==> src/rtl/ddp_pkg.sv <==
// package: register map, status layout, state codes and carrier types of the descriptor dma
package ddp_pkg;
    // ******************************
    // register offsets
    // ******************************
    localparam logic [7:0] TX_POLL_OFS = 8'h08;
    localparam logic [7:0] RX_POLL_OFS = 8'h10;
    localparam logic [7:0] RX_BASE_OFS = 8'h18;
    localparam logic [7:0] TX_BASE_OFS = 8'h20;
    localparam logic [7:0] STATUS_OFS = 8'h28;
    localparam logic [7:0] CTRL_OFS = 8'h30;
    localparam logic [7:0] MASK_OFS = 8'h38;
    // ******************************
    // reset values
    // ******************************
    localparam logic [31:0] POLL_RST = 32'hffff_ffff;
    localparam logic [29:0] BASE_RST = 30'h0000_0000;
    localparam logic [16:0] MASK_RST = 17'h0_0000;
    // ******************************
    // field positions
    // ******************************
    localparam int ST_TCI = 0;
    localparam int ST_TPS = 1;
    localparam int ST_TDU = 2;
    localparam int ST_RCI = 6;
    localparam int ST_RDU = 7;
    localparam int ST_RPS = 8;
    localparam int ST_FBF = 13;
    localparam int ST_AIS = 15;
    localparam int ST_NIS = 16;
    localparam int ST_RXS = 17;
    localparam int ST_TXS = 20;
    localparam int ST_BEK = 23;
    localparam int CTRL_TX_RUN = 0;
    localparam int CTRL_RX_RUN = 1;
    localparam int CTRL_SRST = 2;
    localparam logic [13:0] NORM_EVENTS = 14'h0045;
    localparam logic [13:0] ABN_EVENTS = 14'h2182;
    // ******************************
    // state codes
    // ******************************
    localparam logic [2:0] TXC_STOP = 3'h0;
    localparam logic [2:0] TXC_FETCH = 3'h1;
    localparam logic [2:0] TXC_XMIT = 3'h2;
    localparam logic [2:0] TXC_FILL = 3'h3;
    localparam logic [2:0] TXC_SUSP = 3'h6;
    localparam logic [2:0] TXC_WB = 3'h7;
    localparam logic [2:0] RXC_STOP = 3'h0;
    localparam logic [2:0] RXC_FETCH = 3'h1;
    localparam logic [2:0] RXC_CHECK = 3'h2;
    localparam logic [2:0] RXC_WAIT = 3'h3;
    localparam logic [2:0] RXC_SUSP = 3'h4;
    localparam logic [2:0] RXC_WB = 3'h5;
    localparam logic [2:0] RXC_FLUSH = 3'h6;
    localparam logic [2:0] RXC_DRAIN = 3'h7;
    // ******************************
    // types
    // ******************************
    typedef enum logic [2:0] {TX_STOP, TX_FETCH, TX_FILL, TX_XMIT, TX_WB, TX_SUSP} ddp_tx_e;
    typedef enum logic [2:0] {
        RX_STOP, RX_FETCH, RX_WAIT, RX_DRAIN, RX_CHECK, RX_WB, RX_SUSP, RX_FLUSH
    } ddp_rx_e;
    typedef struct packed {
        logic [7:0] addr;
        logic [31:0] wdata;
        logic wr;
        logic rd;
    } ddp_bus_req_s;
    typedef struct packed {
        logic req;
        logic wr;
        logic [31:0] addr;
    } ddp_mem_req_s;
    typedef struct packed {
        logic ack;
        logic own;
    } ddp_mem_rsp_s;
    typedef struct packed {
        ddp_tx_e tx_st;
        ddp_rx_e rx_st;
        logic [31:0] tx_poll;
        logic [31:0] rx_poll;
        logic [29:0] tx_base;
        logic [29:0] rx_base;
        logic [29:0] tx_cur;
        logic [29:0] rx_cur;
        logic tx_run;
        logic rx_run;
        logic bus_off;
        logic [13:0] ev;
        logic [2:0] err_kind;
        logic [16:0] mask;
        logic [31:0] rdata;
        logic irq;
        ddp_mem_req_s tx_mem;
        ddp_mem_req_s rx_mem;
    } ddp_state_s;
endpackage

==> src/rtl/ddp_dma.sv <==
// module: descriptor dma poll, ring base, engine state and status logic
//
// Chosen here: the plain strobed port.

// Overview of operation
// - Tx poll write in suspend refetches descriptor; owned resumes.
// - Rx poll write in suspend refetches descriptor; owned resumes.
// - Rx ring start held in bits 31:2; fetch starts there.
// - Tx ring start held in bits 31:2; fetch starts there.
// - Ring base bits 1:0 read zero, forcing alignment.
// - Status 25:23 hold bus error kind, valid while fault set.
// - Bus error kind never raises an interrupt.
// - Status bits 31:26 reserved, read zero.
// - Status 22:20 report tx state code; no interrupt.
// - Status 19:17 report rx state code.
// - Event flags latch high until software clears them.
// - Bus fault sets fault flag, blocks bus until soft reset.
module ddp_dma #(
    parameter int DESC_BYTES = 16
) (
    input wire logic i_clk,
    input wire logic i_arst_n,
    input wire logic i_ce,
    input wire ddp_pkg::ddp_bus_req_s i_bus,
    output logic [31:0] o_rdata,
    output logic o_irq,
    output ddp_pkg::ddp_mem_req_s o_tx_mem,
    input wire ddp_pkg::ddp_mem_rsp_s i_tx_mem,
    output ddp_pkg::ddp_mem_req_s o_rx_mem,
    input wire ddp_pkg::ddp_mem_rsp_s i_rx_mem,
    input wire logic i_tx_fill_done,
    input wire logic i_tx_frame_done,
    input wire logic i_rx_frame_start,
    input wire logic i_rx_frame_end,
    input wire logic i_bus_err,
    input wire logic [2:0] i_bus_err_kind
);
    localparam logic [29:0] DESC_STEP = 30'(DESC_BYTES / 4);

    if (DESC_BYTES < 4 || DESC_BYTES % 4 != 0) begin : g_chk
        $error("DESC_BYTES must be a positive multiple of 4");
    end

    // ******************************
    // state code mapping
    // ******************************
    function automatic logic [2:0] tx_code(input ddp_pkg::ddp_tx_e s);
        logic [2:0] c;
        c = ddp_pkg::TXC_STOP;
        unique case (s)
            ddp_pkg::TX_STOP: c = ddp_pkg::TXC_STOP;
            ddp_pkg::TX_FETCH: c = ddp_pkg::TXC_FETCH;
            ddp_pkg::TX_FILL: c = ddp_pkg::TXC_FILL;
            ddp_pkg::TX_XMIT: c = ddp_pkg::TXC_XMIT;
            ddp_pkg::TX_WB: c = ddp_pkg::TXC_WB;
            ddp_pkg::TX_SUSP: c = ddp_pkg::TXC_SUSP;
            default: c = ddp_pkg::TXC_STOP;
        endcase
        return c;
    endfunction

    function automatic logic [2:0] rx_code(input ddp_pkg::ddp_rx_e s);
        logic [2:0] c;
        c = ddp_pkg::RXC_STOP;
        unique case (s)
            ddp_pkg::RX_STOP: c = ddp_pkg::RXC_STOP;
            ddp_pkg::RX_FETCH: c = ddp_pkg::RXC_FETCH;
            ddp_pkg::RX_WAIT: c = ddp_pkg::RXC_WAIT;
            ddp_pkg::RX_DRAIN: c = ddp_pkg::RXC_DRAIN;
            ddp_pkg::RX_CHECK: c = ddp_pkg::RXC_CHECK;
            ddp_pkg::RX_WB: c = ddp_pkg::RXC_WB;
            ddp_pkg::RX_SUSP: c = ddp_pkg::RXC_SUSP;
            ddp_pkg::RX_FLUSH: c = ddp_pkg::RXC_FLUSH;
        endcase
        return c;
    endfunction

    function automatic logic wr_hit(input ddp_pkg::ddp_bus_req_s b, input logic [7:0] ofs);
        return b.wr && b.addr == ofs;
    endfunction

    ddp_pkg::ddp_state_s state_reg;
    ddp_pkg::ddp_state_s state_next;

    // ******************************
    // next state
    // ******************************
    always_comb begin
        logic [13:0] ev_set;
        logic [13:0] ev_clr;
        logic [31:0] status;
        logic srst;
        ev_set = '0;
        ev_clr = '0;
        state_next = state_reg;
        state_next.rdata = '0;
        srst = wr_hit(i_bus, ddp_pkg::CTRL_OFS) && i_bus.wdata[ddp_pkg::CTRL_SRST];

        // status image
        status = '0;
        status[ddp_pkg::ST_BEK +: 3] = state_reg.err_kind;
        status[ddp_pkg::ST_TXS +: 3] = tx_code(state_reg.tx_st);
        status[ddp_pkg::ST_RXS +: 3] = rx_code(state_reg.rx_st);
        status[ddp_pkg::ST_NIS] = |(state_reg.ev & ddp_pkg::NORM_EVENTS);
        status[ddp_pkg::ST_AIS] = |(state_reg.ev & ddp_pkg::ABN_EVENTS);
        status[13:0] = state_reg.ev;

        // register writes
        if (wr_hit(i_bus, ddp_pkg::TX_POLL_OFS)) begin
            state_next.tx_poll = i_bus.wdata;
        end
        if (wr_hit(i_bus, ddp_pkg::RX_POLL_OFS)) begin
            state_next.rx_poll = i_bus.wdata;
        end
        if (wr_hit(i_bus, ddp_pkg::RX_BASE_OFS)) begin
            state_next.rx_base = i_bus.wdata[31:2];
        end
        if (wr_hit(i_bus, ddp_pkg::TX_BASE_OFS)) begin
            state_next.tx_base = i_bus.wdata[31:2];
        end
        if (wr_hit(i_bus, ddp_pkg::CTRL_OFS)) begin
            state_next.tx_run = i_bus.wdata[ddp_pkg::CTRL_TX_RUN];
            state_next.rx_run = i_bus.wdata[ddp_pkg::CTRL_RX_RUN];
        end
        if (wr_hit(i_bus, ddp_pkg::MASK_OFS)) begin
            state_next.mask = i_bus.wdata[16:0];
        end
        if (wr_hit(i_bus, ddp_pkg::STATUS_OFS)) begin
            ev_clr = i_bus.wdata[13:0];
        end

        // register reads
        if (i_bus.rd) begin
            unique case (i_bus.addr)
                ddp_pkg::TX_POLL_OFS: state_next.rdata = state_reg.tx_poll;
                ddp_pkg::RX_POLL_OFS: state_next.rdata = state_reg.rx_poll;
                ddp_pkg::RX_BASE_OFS: state_next.rdata = {state_reg.rx_base, 2'b00};
                ddp_pkg::TX_BASE_OFS: state_next.rdata = {state_reg.tx_base, 2'b00};
                ddp_pkg::STATUS_OFS: begin
                    state_next.rdata = status;
                    ev_clr = '1;
                end
                ddp_pkg::CTRL_OFS: state_next.rdata = {30'h0000_0000, state_reg.rx_run,
                    state_reg.tx_run};
                ddp_pkg::MASK_OFS: state_next.rdata = {15'h0000, state_reg.mask};
                default: state_next.rdata = '0;
            endcase
        end

        // transmit engine
        unique case (state_reg.tx_st)
            ddp_pkg::TX_STOP: begin
                if (state_reg.tx_run && !state_reg.bus_off) begin
                    state_next.tx_cur = state_reg.tx_base;
                    state_next.tx_st = ddp_pkg::TX_FETCH;
                end
            end
            ddp_pkg::TX_FETCH: begin
                if (i_tx_mem.ack) begin
                    if (i_tx_mem.own) begin
                        state_next.tx_st = ddp_pkg::TX_FILL;
                    end else begin
                        state_next.tx_st = ddp_pkg::TX_SUSP;
                        ev_set[ddp_pkg::ST_TDU] = 1'b1;
                    end
                end
            end
            ddp_pkg::TX_FILL: begin
                if (i_tx_fill_done) begin
                    state_next.tx_st = ddp_pkg::TX_XMIT;
                end
            end
            ddp_pkg::TX_XMIT: begin
                if (i_tx_frame_done) begin
                    state_next.tx_st = ddp_pkg::TX_WB;
                end
            end
            ddp_pkg::TX_WB: begin
                if (i_tx_mem.ack) begin
                    state_next.tx_cur = state_reg.tx_cur + DESC_STEP;
                    state_next.tx_st = ddp_pkg::TX_FETCH;
                    ev_set[ddp_pkg::ST_TCI] = 1'b1;
                end
            end
            ddp_pkg::TX_SUSP: begin
                // a poll elsewhere is simply stored
                if (wr_hit(i_bus, ddp_pkg::TX_POLL_OFS)) begin
                    state_next.tx_st = ddp_pkg::TX_FETCH;
                end
            end
        endcase
        if (!state_reg.tx_run && state_reg.tx_st != ddp_pkg::TX_STOP) begin
            state_next.tx_st = ddp_pkg::TX_STOP;
            ev_set[ddp_pkg::ST_TPS] = 1'b1;
        end

        // receive engine
        unique case (state_reg.rx_st)
            ddp_pkg::RX_STOP: begin
                if (state_reg.rx_run && !state_reg.bus_off) begin
                    state_next.rx_cur = state_reg.rx_base;
                    state_next.rx_st = ddp_pkg::RX_FETCH;
                end
            end
            ddp_pkg::RX_FETCH: begin
                if (i_rx_mem.ack) begin
                    if (i_rx_mem.own) begin
                        state_next.rx_st = ddp_pkg::RX_WAIT;
                    end else begin
                        state_next.rx_st = ddp_pkg::RX_SUSP;
                        ev_set[ddp_pkg::ST_RDU] = 1'b1;
                    end
                end
            end
            ddp_pkg::RX_WAIT: begin
                if (i_rx_frame_start) begin
                    state_next.rx_st = ddp_pkg::RX_DRAIN;
                end
            end
            ddp_pkg::RX_DRAIN: begin
                if (i_rx_frame_end) begin
                    state_next.rx_st = ddp_pkg::RX_CHECK;
                end
            end
            ddp_pkg::RX_CHECK: state_next.rx_st = ddp_pkg::RX_WB;
            ddp_pkg::RX_WB: begin
                if (i_rx_mem.ack) begin
                    state_next.rx_cur = state_reg.rx_cur + DESC_STEP;
                    state_next.rx_st = ddp_pkg::RX_FETCH;
                    ev_set[ddp_pkg::ST_RCI] = 1'b1;
                end
            end
            ddp_pkg::RX_SUSP: begin
                if (wr_hit(i_bus, ddp_pkg::RX_POLL_OFS)) begin
                    state_next.rx_st = ddp_pkg::RX_FETCH;
                end else if (i_rx_frame_start) begin
                    // no buffer: discard the arriving frame
                    state_next.rx_st = ddp_pkg::RX_FLUSH;
                end
            end
            ddp_pkg::RX_FLUSH: begin
                if (i_rx_frame_end) begin
                    state_next.rx_st = ddp_pkg::RX_SUSP;
                end
            end
        endcase
        if (!state_reg.rx_run && state_reg.rx_st != ddp_pkg::RX_STOP) begin
            state_next.rx_st = ddp_pkg::RX_STOP;
            ev_set[ddp_pkg::ST_RPS] = 1'b1;
        end

        // fatal bus fault halts both engines
        if (i_bus_err && !state_reg.bus_off) begin
            state_next.bus_off = 1'b1;
            state_next.err_kind = i_bus_err_kind;
            state_next.tx_st = ddp_pkg::TX_STOP;
            state_next.rx_st = ddp_pkg::RX_STOP;
            ev_set[ddp_pkg::ST_FBF] = 1'b1;
        end

        // set wins over clear
        state_next.ev = (state_reg.ev & ~ev_clr) | ev_set;

        if (srst) begin
            state_next.bus_off = 1'b0;
            state_next.err_kind = '0;
            state_next.tx_run = 1'b0;
            state_next.rx_run = 1'b0;
            state_next.tx_st = ddp_pkg::TX_STOP;
            state_next.rx_st = ddp_pkg::RX_STOP;
            state_next.ev = '0;
        end

        // memory requests
        state_next.tx_mem.req = !state_next.bus_off && (state_next.tx_st == ddp_pkg::TX_FETCH
            || state_next.tx_st == ddp_pkg::TX_WB);
        state_next.tx_mem.wr = state_next.tx_st == ddp_pkg::TX_WB;
        state_next.tx_mem.addr = {state_next.tx_cur, 2'b00};
        state_next.rx_mem.req = !state_next.bus_off && (state_next.rx_st == ddp_pkg::RX_FETCH
            || state_next.rx_st == ddp_pkg::RX_WB);
        state_next.rx_mem.wr = state_next.rx_st == ddp_pkg::RX_WB;
        state_next.rx_mem.addr = {state_next.rx_cur, 2'b00};

        // kind and state fields stay out of the interrupt
        state_next.irq = |({|(state_next.ev & ddp_pkg::NORM_EVENTS),
            |(state_next.ev & ddp_pkg::ABN_EVENTS), 1'b0, state_next.ev}
            & state_next.mask);
    end

    // ******************************
    // state register
    // ******************************
    always_ff @(posedge i_clk or negedge i_arst_n) begin
        if (!i_arst_n) begin
            state_reg <= '0;
            state_reg.tx_st <= ddp_pkg::TX_STOP;
            state_reg.rx_st <= ddp_pkg::RX_STOP;
            state_reg.tx_poll <= ddp_pkg::POLL_RST;
            state_reg.rx_poll <= ddp_pkg::POLL_RST;
            state_reg.tx_base <= ddp_pkg::BASE_RST;
            state_reg.rx_base <= ddp_pkg::BASE_RST;
            state_reg.mask <= ddp_pkg::MASK_RST;
        end else if (i_ce) begin
            state_reg <= state_next;
        end
    end

    assign o_rdata = state_reg.rdata;
    assign o_irq = state_reg.irq;
    assign o_tx_mem = state_reg.tx_mem;
    assign o_rx_mem = state_reg.rx_mem;
endmodule

==> config.mk <==
export PLATFORM = sky130hd
export DESIGN_NAME = ddp_dma
export DESIGN_NICKNAME = d
export VERILOG_FILES = /design/src/rtl/ddp_pkg.sv /design/src/rtl/ddp_dma.sv
export SDC_FILE = /design/constraint.sdc
export NUM_CORES = 1
export LEC_CHECK = 0
export ABC_AREA = 1
export BUFFER_PORTS_ARGS = -buffer_cell sky130_fd_sc_hd__buf_2
export CORE_ASPECT_RATIO = 1.2
export CORE_MARGIN = 2
export CORE_UTILIZATION = 35
export CTS_CLUSTER_SIZE = 24
export DETAILED_ROUTE_END_ITERATION = 10
export PLACE_DENSITY = 0.62
export SYNTH_ARGS = -nofsm -noshare
export SYNTH_HDL_FRONTEND = slang
export SYNTH_SLANG_ARGS = --single-unit
==> constraint.sdc <==
create_clock -name i_clk -period 2.09 [get_ports i_clk]
set_clock_uncertainty 0.1 [all_clocks]
set_input_delay 0.418 -clock i_clk [delete_from_list [all_inputs] [get_ports i_clk]]
set_output_delay 0.418 -clock i_clk [all_outputs]
set_load 0.005 [all_outputs]
==> load_flow_metrics.sql <==
INSERT INTO impl_metrics (metric_group, metric, value, unit) VALUES
('timing', 'final-hold-violation-count', '0', ''),
('route', 'route.vias.total', '13200', ''),
('pwr', 'comb_power_share', '25.0', '%'),
('global_route', 'grt.met3_usage', '2.60', '%'),
('cells_and_area', 'most_common_cell_after_layout_fill_and_taps_aside', 'nand2_1', ''),
('floorplanning', 'floorplan.io_pins', '158', ''),
('pwr', 'switching_share', '34.5', '%'),
('synthesis', 'synth_enable_flop_cells', '0', ''),
('global_route', 'grt_max_degree', '74', ''),
('route', 'number_of_design_rule_violations_left_by_the_first_detailed_router_iteration', '1086', ''),
('cts', 'cts_root_buffer', 'clkbuf_16', ''),
('route', 'drt_first_pass_iters', '5', ''),
('global_route', 'grt.total_usage', '22.1', '%'),
('setup_path', 'delay_of_the_slowest_critical_path_stage', '0.39', 'ns'),
('pwr', 'p_leak', '8.11', 'nW'),
('route', 'drcViolationCount', '0', ''),
('route', 'drt.antenna.violating_nets', '0', ''),
('global_route', 'busiest_layer', 'met2', ''),
('route', 'drt-vias-per-instance', '5.13', ''),
('cells_and_area', 'nNetsFinal', '2075', ''),
('floorplanning', 'die_outline_area', '44000', 'um^2'),
('global_route', 'global_route.usage.met2', '38.4', '%'),
('setup_path', 'maximum_net_fanout_on_the_critical_path', '13', ''),
('synthesis', 'ys_warn_count', '0', ''),
('cells_and_area', 'sequential_cell_area', '6690', 'um^2'),
('synthesis', 'synthCells', '1894', ''),
('placed_design', 'place.gp.congestion', '0.945', ''),
('floorplanning', 'core_area', '41800', 'um^2'),
('min_path', 'holdCritPathClass', 'in -> reg', ''),
('cells_and_area', 'num_antenna_cells', '0', ''),
('cts', 'cts-buffers-inserted', '28', ''),
('timing', 'max-slew-margin-rel', '59.7', '%'),
('floorplanning', 'die_w', '192', 'um'),
('floorplanning', 'die_height', '229', 'um'),
('placed_design', 'post_dp_hpwl', '36.6', 'mm'),
('synthesis', 'mappedNetlistArea', '14800', 'um^2'),
('setup_path', 'critical_path_required', '2.49', 'ns'),
('pwr', 'power.clock.fraction', '32.8', '%'),
('global_route', 'met1_usage', '27.0', '%'),
('pwr', 'power.density', '912', 'nW/um^2'),
('cells_and_area', 'num-fill-cells', '4187', ''),
('synthesis', 'synth.mux.area_fraction', '0.0760', '%'),
('cts', 'cts_tree', 'yes', ''),
('pwr', 'vdd_drop_max', '0.647', 'mV'),
('placed_design', 'io_buffers', '153', ''),
('cts', 'clock_path_buffers', '3', ''),
('global_route', 'grt.overflow.total', '0', ''),
('outcome', 'status', 'complete, no violations', ''),
('floorplanning', 'rows', '82', ''),
('pwr', 'seq_power_share', '42.2', '%'),
('cells_and_area', 'multi_input_area', '6340', 'um^2'),
('synthesis', 'synth_fa_ha_area_share', '0.591', '%'),
('setup_path', 'endpoint_kind', 'register', ''),
('cts', 'cts_num_sinks', '264', ''),
('setup_path', 'worst-r2r-setup-slack', '0.03', 'ns'),
('route', 'wl', '48.8', 'mm'),
('pwr', 'power.switching', '0.00544', 'W'),
('synthesis', 'synth_xor_area_share', '2.25', '%'),
('setup_path', 'crit_path_cell_trace', 'inv_2 > ha_1 > nand2_4 > inv_2 > nand2_1 > o21ai_4 > buf_12 > inv_6 > a21oi_1 > o21ai_1 > nand2_1', ''),
('synthesis', 'ys.flop_type', 'dfrtp_1', ''),
('setup_path', 'timing.critical_path.slowest_stage_cell', 'dfrtp_1', ''),
('cts', 'clock_transition_at_the_registers_of_the_reported_paths', '0.07', 'ns'),
('timing', 'setup_viol', '0', ''),
('run', 'maxCapViolCount', '0', ''),
('synthesis', 'synth_cell_types', '57', ''),
('global_route', 'grt_pass1_wl', '75.3', 'mm'),
('route', 'routed_wire_length_per_instance', '18.9', 'um'),
('timing', 'min_period', '2.06', 'ns'),
('setup_path', 'crit_type', 'reg -> reg', ''),
('synthesis', 'yosysSeqAreaShare', '45.2', '%'),
('global_route', 'via_count_of_the_first_global_routing_pass', '13100', '');
-- cell usage after synthesis (5+ instances only) --
master / n / share of area (%)
nand2_1: 520 / 13
o21ai_0: 258 / 8.7
dfrtp_1: 200 / 34
inv_1: 173 / 4.4
buf_4: 104 / 5.3
nor2_1: 73 / 1.9
nand3_1: 72 / 2.4
a21oi_1: 64 / 2.2
dfstp_2: 64 / 11
clkbuf_1: 50 / 1.3
o21ai_1: 33 / 1.1
xor2_1: 33 / 2.0
buf_2: 24 / 0.81
nand4_1: 22 / 0.93
o22ai_1: 19 / 0.80
inv_2: 18 / 0.46
a211oi_1: 17 / 0.86
nor3_1: 16 / 0.54
nand2_2: 12 / 0.51
a221oi_1: 11 / 0.65
o21ai_2: 11 / 0.65
nor2_4: 10 / 0.76
o211ai_1: 8 / 0.41
buf_6: 7 / 0.53
ha_1: 7 / 0.59
nor2_2: 7 / 0.30
nor4_1: 7 / 0.30
a22oi_1: 5 / 0.25
xnor2_1: 5 / 0.30
-- worst max-delay path, delay by kind of cell (launching register included) --
| kind | cells | cell delay [ns] |
|---|---|---|
| AO/OA/AOI/OAI | 3 | 0.59 |
| adder cells (fa/ha/maj) | 1 | 0.23 |
| buffers and inverters | 4 | 0.36 |
| flip-flops | 1 | 0.39 |
| AND/OR/NAND/NOR | 3 | 0.31 |
-- metrics by stage --
stage / cell area [um^2] / setup TNS, ns / cells / power [W] / hold slack, ns
2_1_floorplan: 14800 / 0 / 1897 / 0.00934 / 0.0224
3_3_place_gp: 16100 / -0.423 / 2518 / 0.0105 / 0.215
3_5_place_dp: 16100 / -0.809 / 2518 / 0.0106 / 0.222
4_1_cts: 17100 / -0.00879 / 2572 / 0.0158 / 0.000888
5_1_grt: 17300 / -0.343 / 2579 / 0.0167 / 0.0248
6_report: 17300 / 0 / 2579 / 0.0158 / 0.0241
-- power by group through the flow --
| stage | logic, W | clock network (W) | registers (W) |
|---|---|---|---|
| after floorplan | 0.00290 | 0 | 0.00644 |
| after global placement | 0.00380 | 0 | 0.00670 |
| after detailed placement | 0.00387 | 0 | 0.00671 |
| after CTS | 0.00390 | 0.00525 | 0.00663 |
| after global routing | 0.00442 | 0.00547 | 0.00676 |
| final | 0.00395 | 0.00518 | 0.00665 |
-- layer usage --
| layer | share of wire [%] | vias to the layer above |
|---|---|---|
| li1 | - | 6320 |
| met1 | 40 | 6424 |
| met2 | 51 | 404 |
| met3 | 5.0 | 91 |
| met4 | 4.8 | 0 |
| met5 | 0 | - |
-- area by class of cell --
class | instances | share of cell area, %
Clock inverter | 11 | 0.744
Inverter | 194 | 4.25
Tap cell | 546 | 3.95
Sequential cell | 264 | 38.6
Clock buffer | 41 | 4.79
Multi-Input combinational cell | 1253 | 36.6
Timing Repair Buffer | 268 | 10.9
Timing Repair inverter | 2 | 0.0867
-- what timing repair did --
action | 4_1_cts | 5_1_grt
hold buffers | 2 | 0
gates resized for setup | 6 | 37
cloned | 0 | 2
endpoints found under the hold margin | 60 | 0
pin swaps | 0 | 5
setup endpoints to repair | 11 | 38
buffers inserted | 0 | 5
-- final timing paths --
kind                       depth (start not counted)                  startpoint                          to
setup / recovery                                  11  state_reg[323]$_DFFE_PN0P_    o_rx_mem[22]$_DFFE_PN0P_
hold / removal                                     3           i_bus_err_kind[0]  state_reg[118]$_DFFE_PN0P_
setup reg to reg                                  11  state_reg[323]$_DFFE_PN0P_    o_rx_mem[22]$_DFFE_PN0P_
hold reg to reg                                    2     o_rdata[29]$_DFFE_PN0P_     o_rdata[29]$_DFFE_PN0P_
max in group asynchronous                          3                    i_arst_n  state_reg[296]$_DFFE_PN1P_
min in group asynchronous                          2                    i_arst_n  state_reg[217]$_DFFE_PN0P_
-- logic make-up (layout without fill, tap and decap cells) --
family          after synthesis  in the layout
compound gates              445            445
other cells                   1              4
xor+xnor                     38             38
simple gates                758            758
fa+ha+maj                     7              7
buf+inv                     380            516
mux                           1              1
flops                       264            264
(Power assumes the default switching activity.)
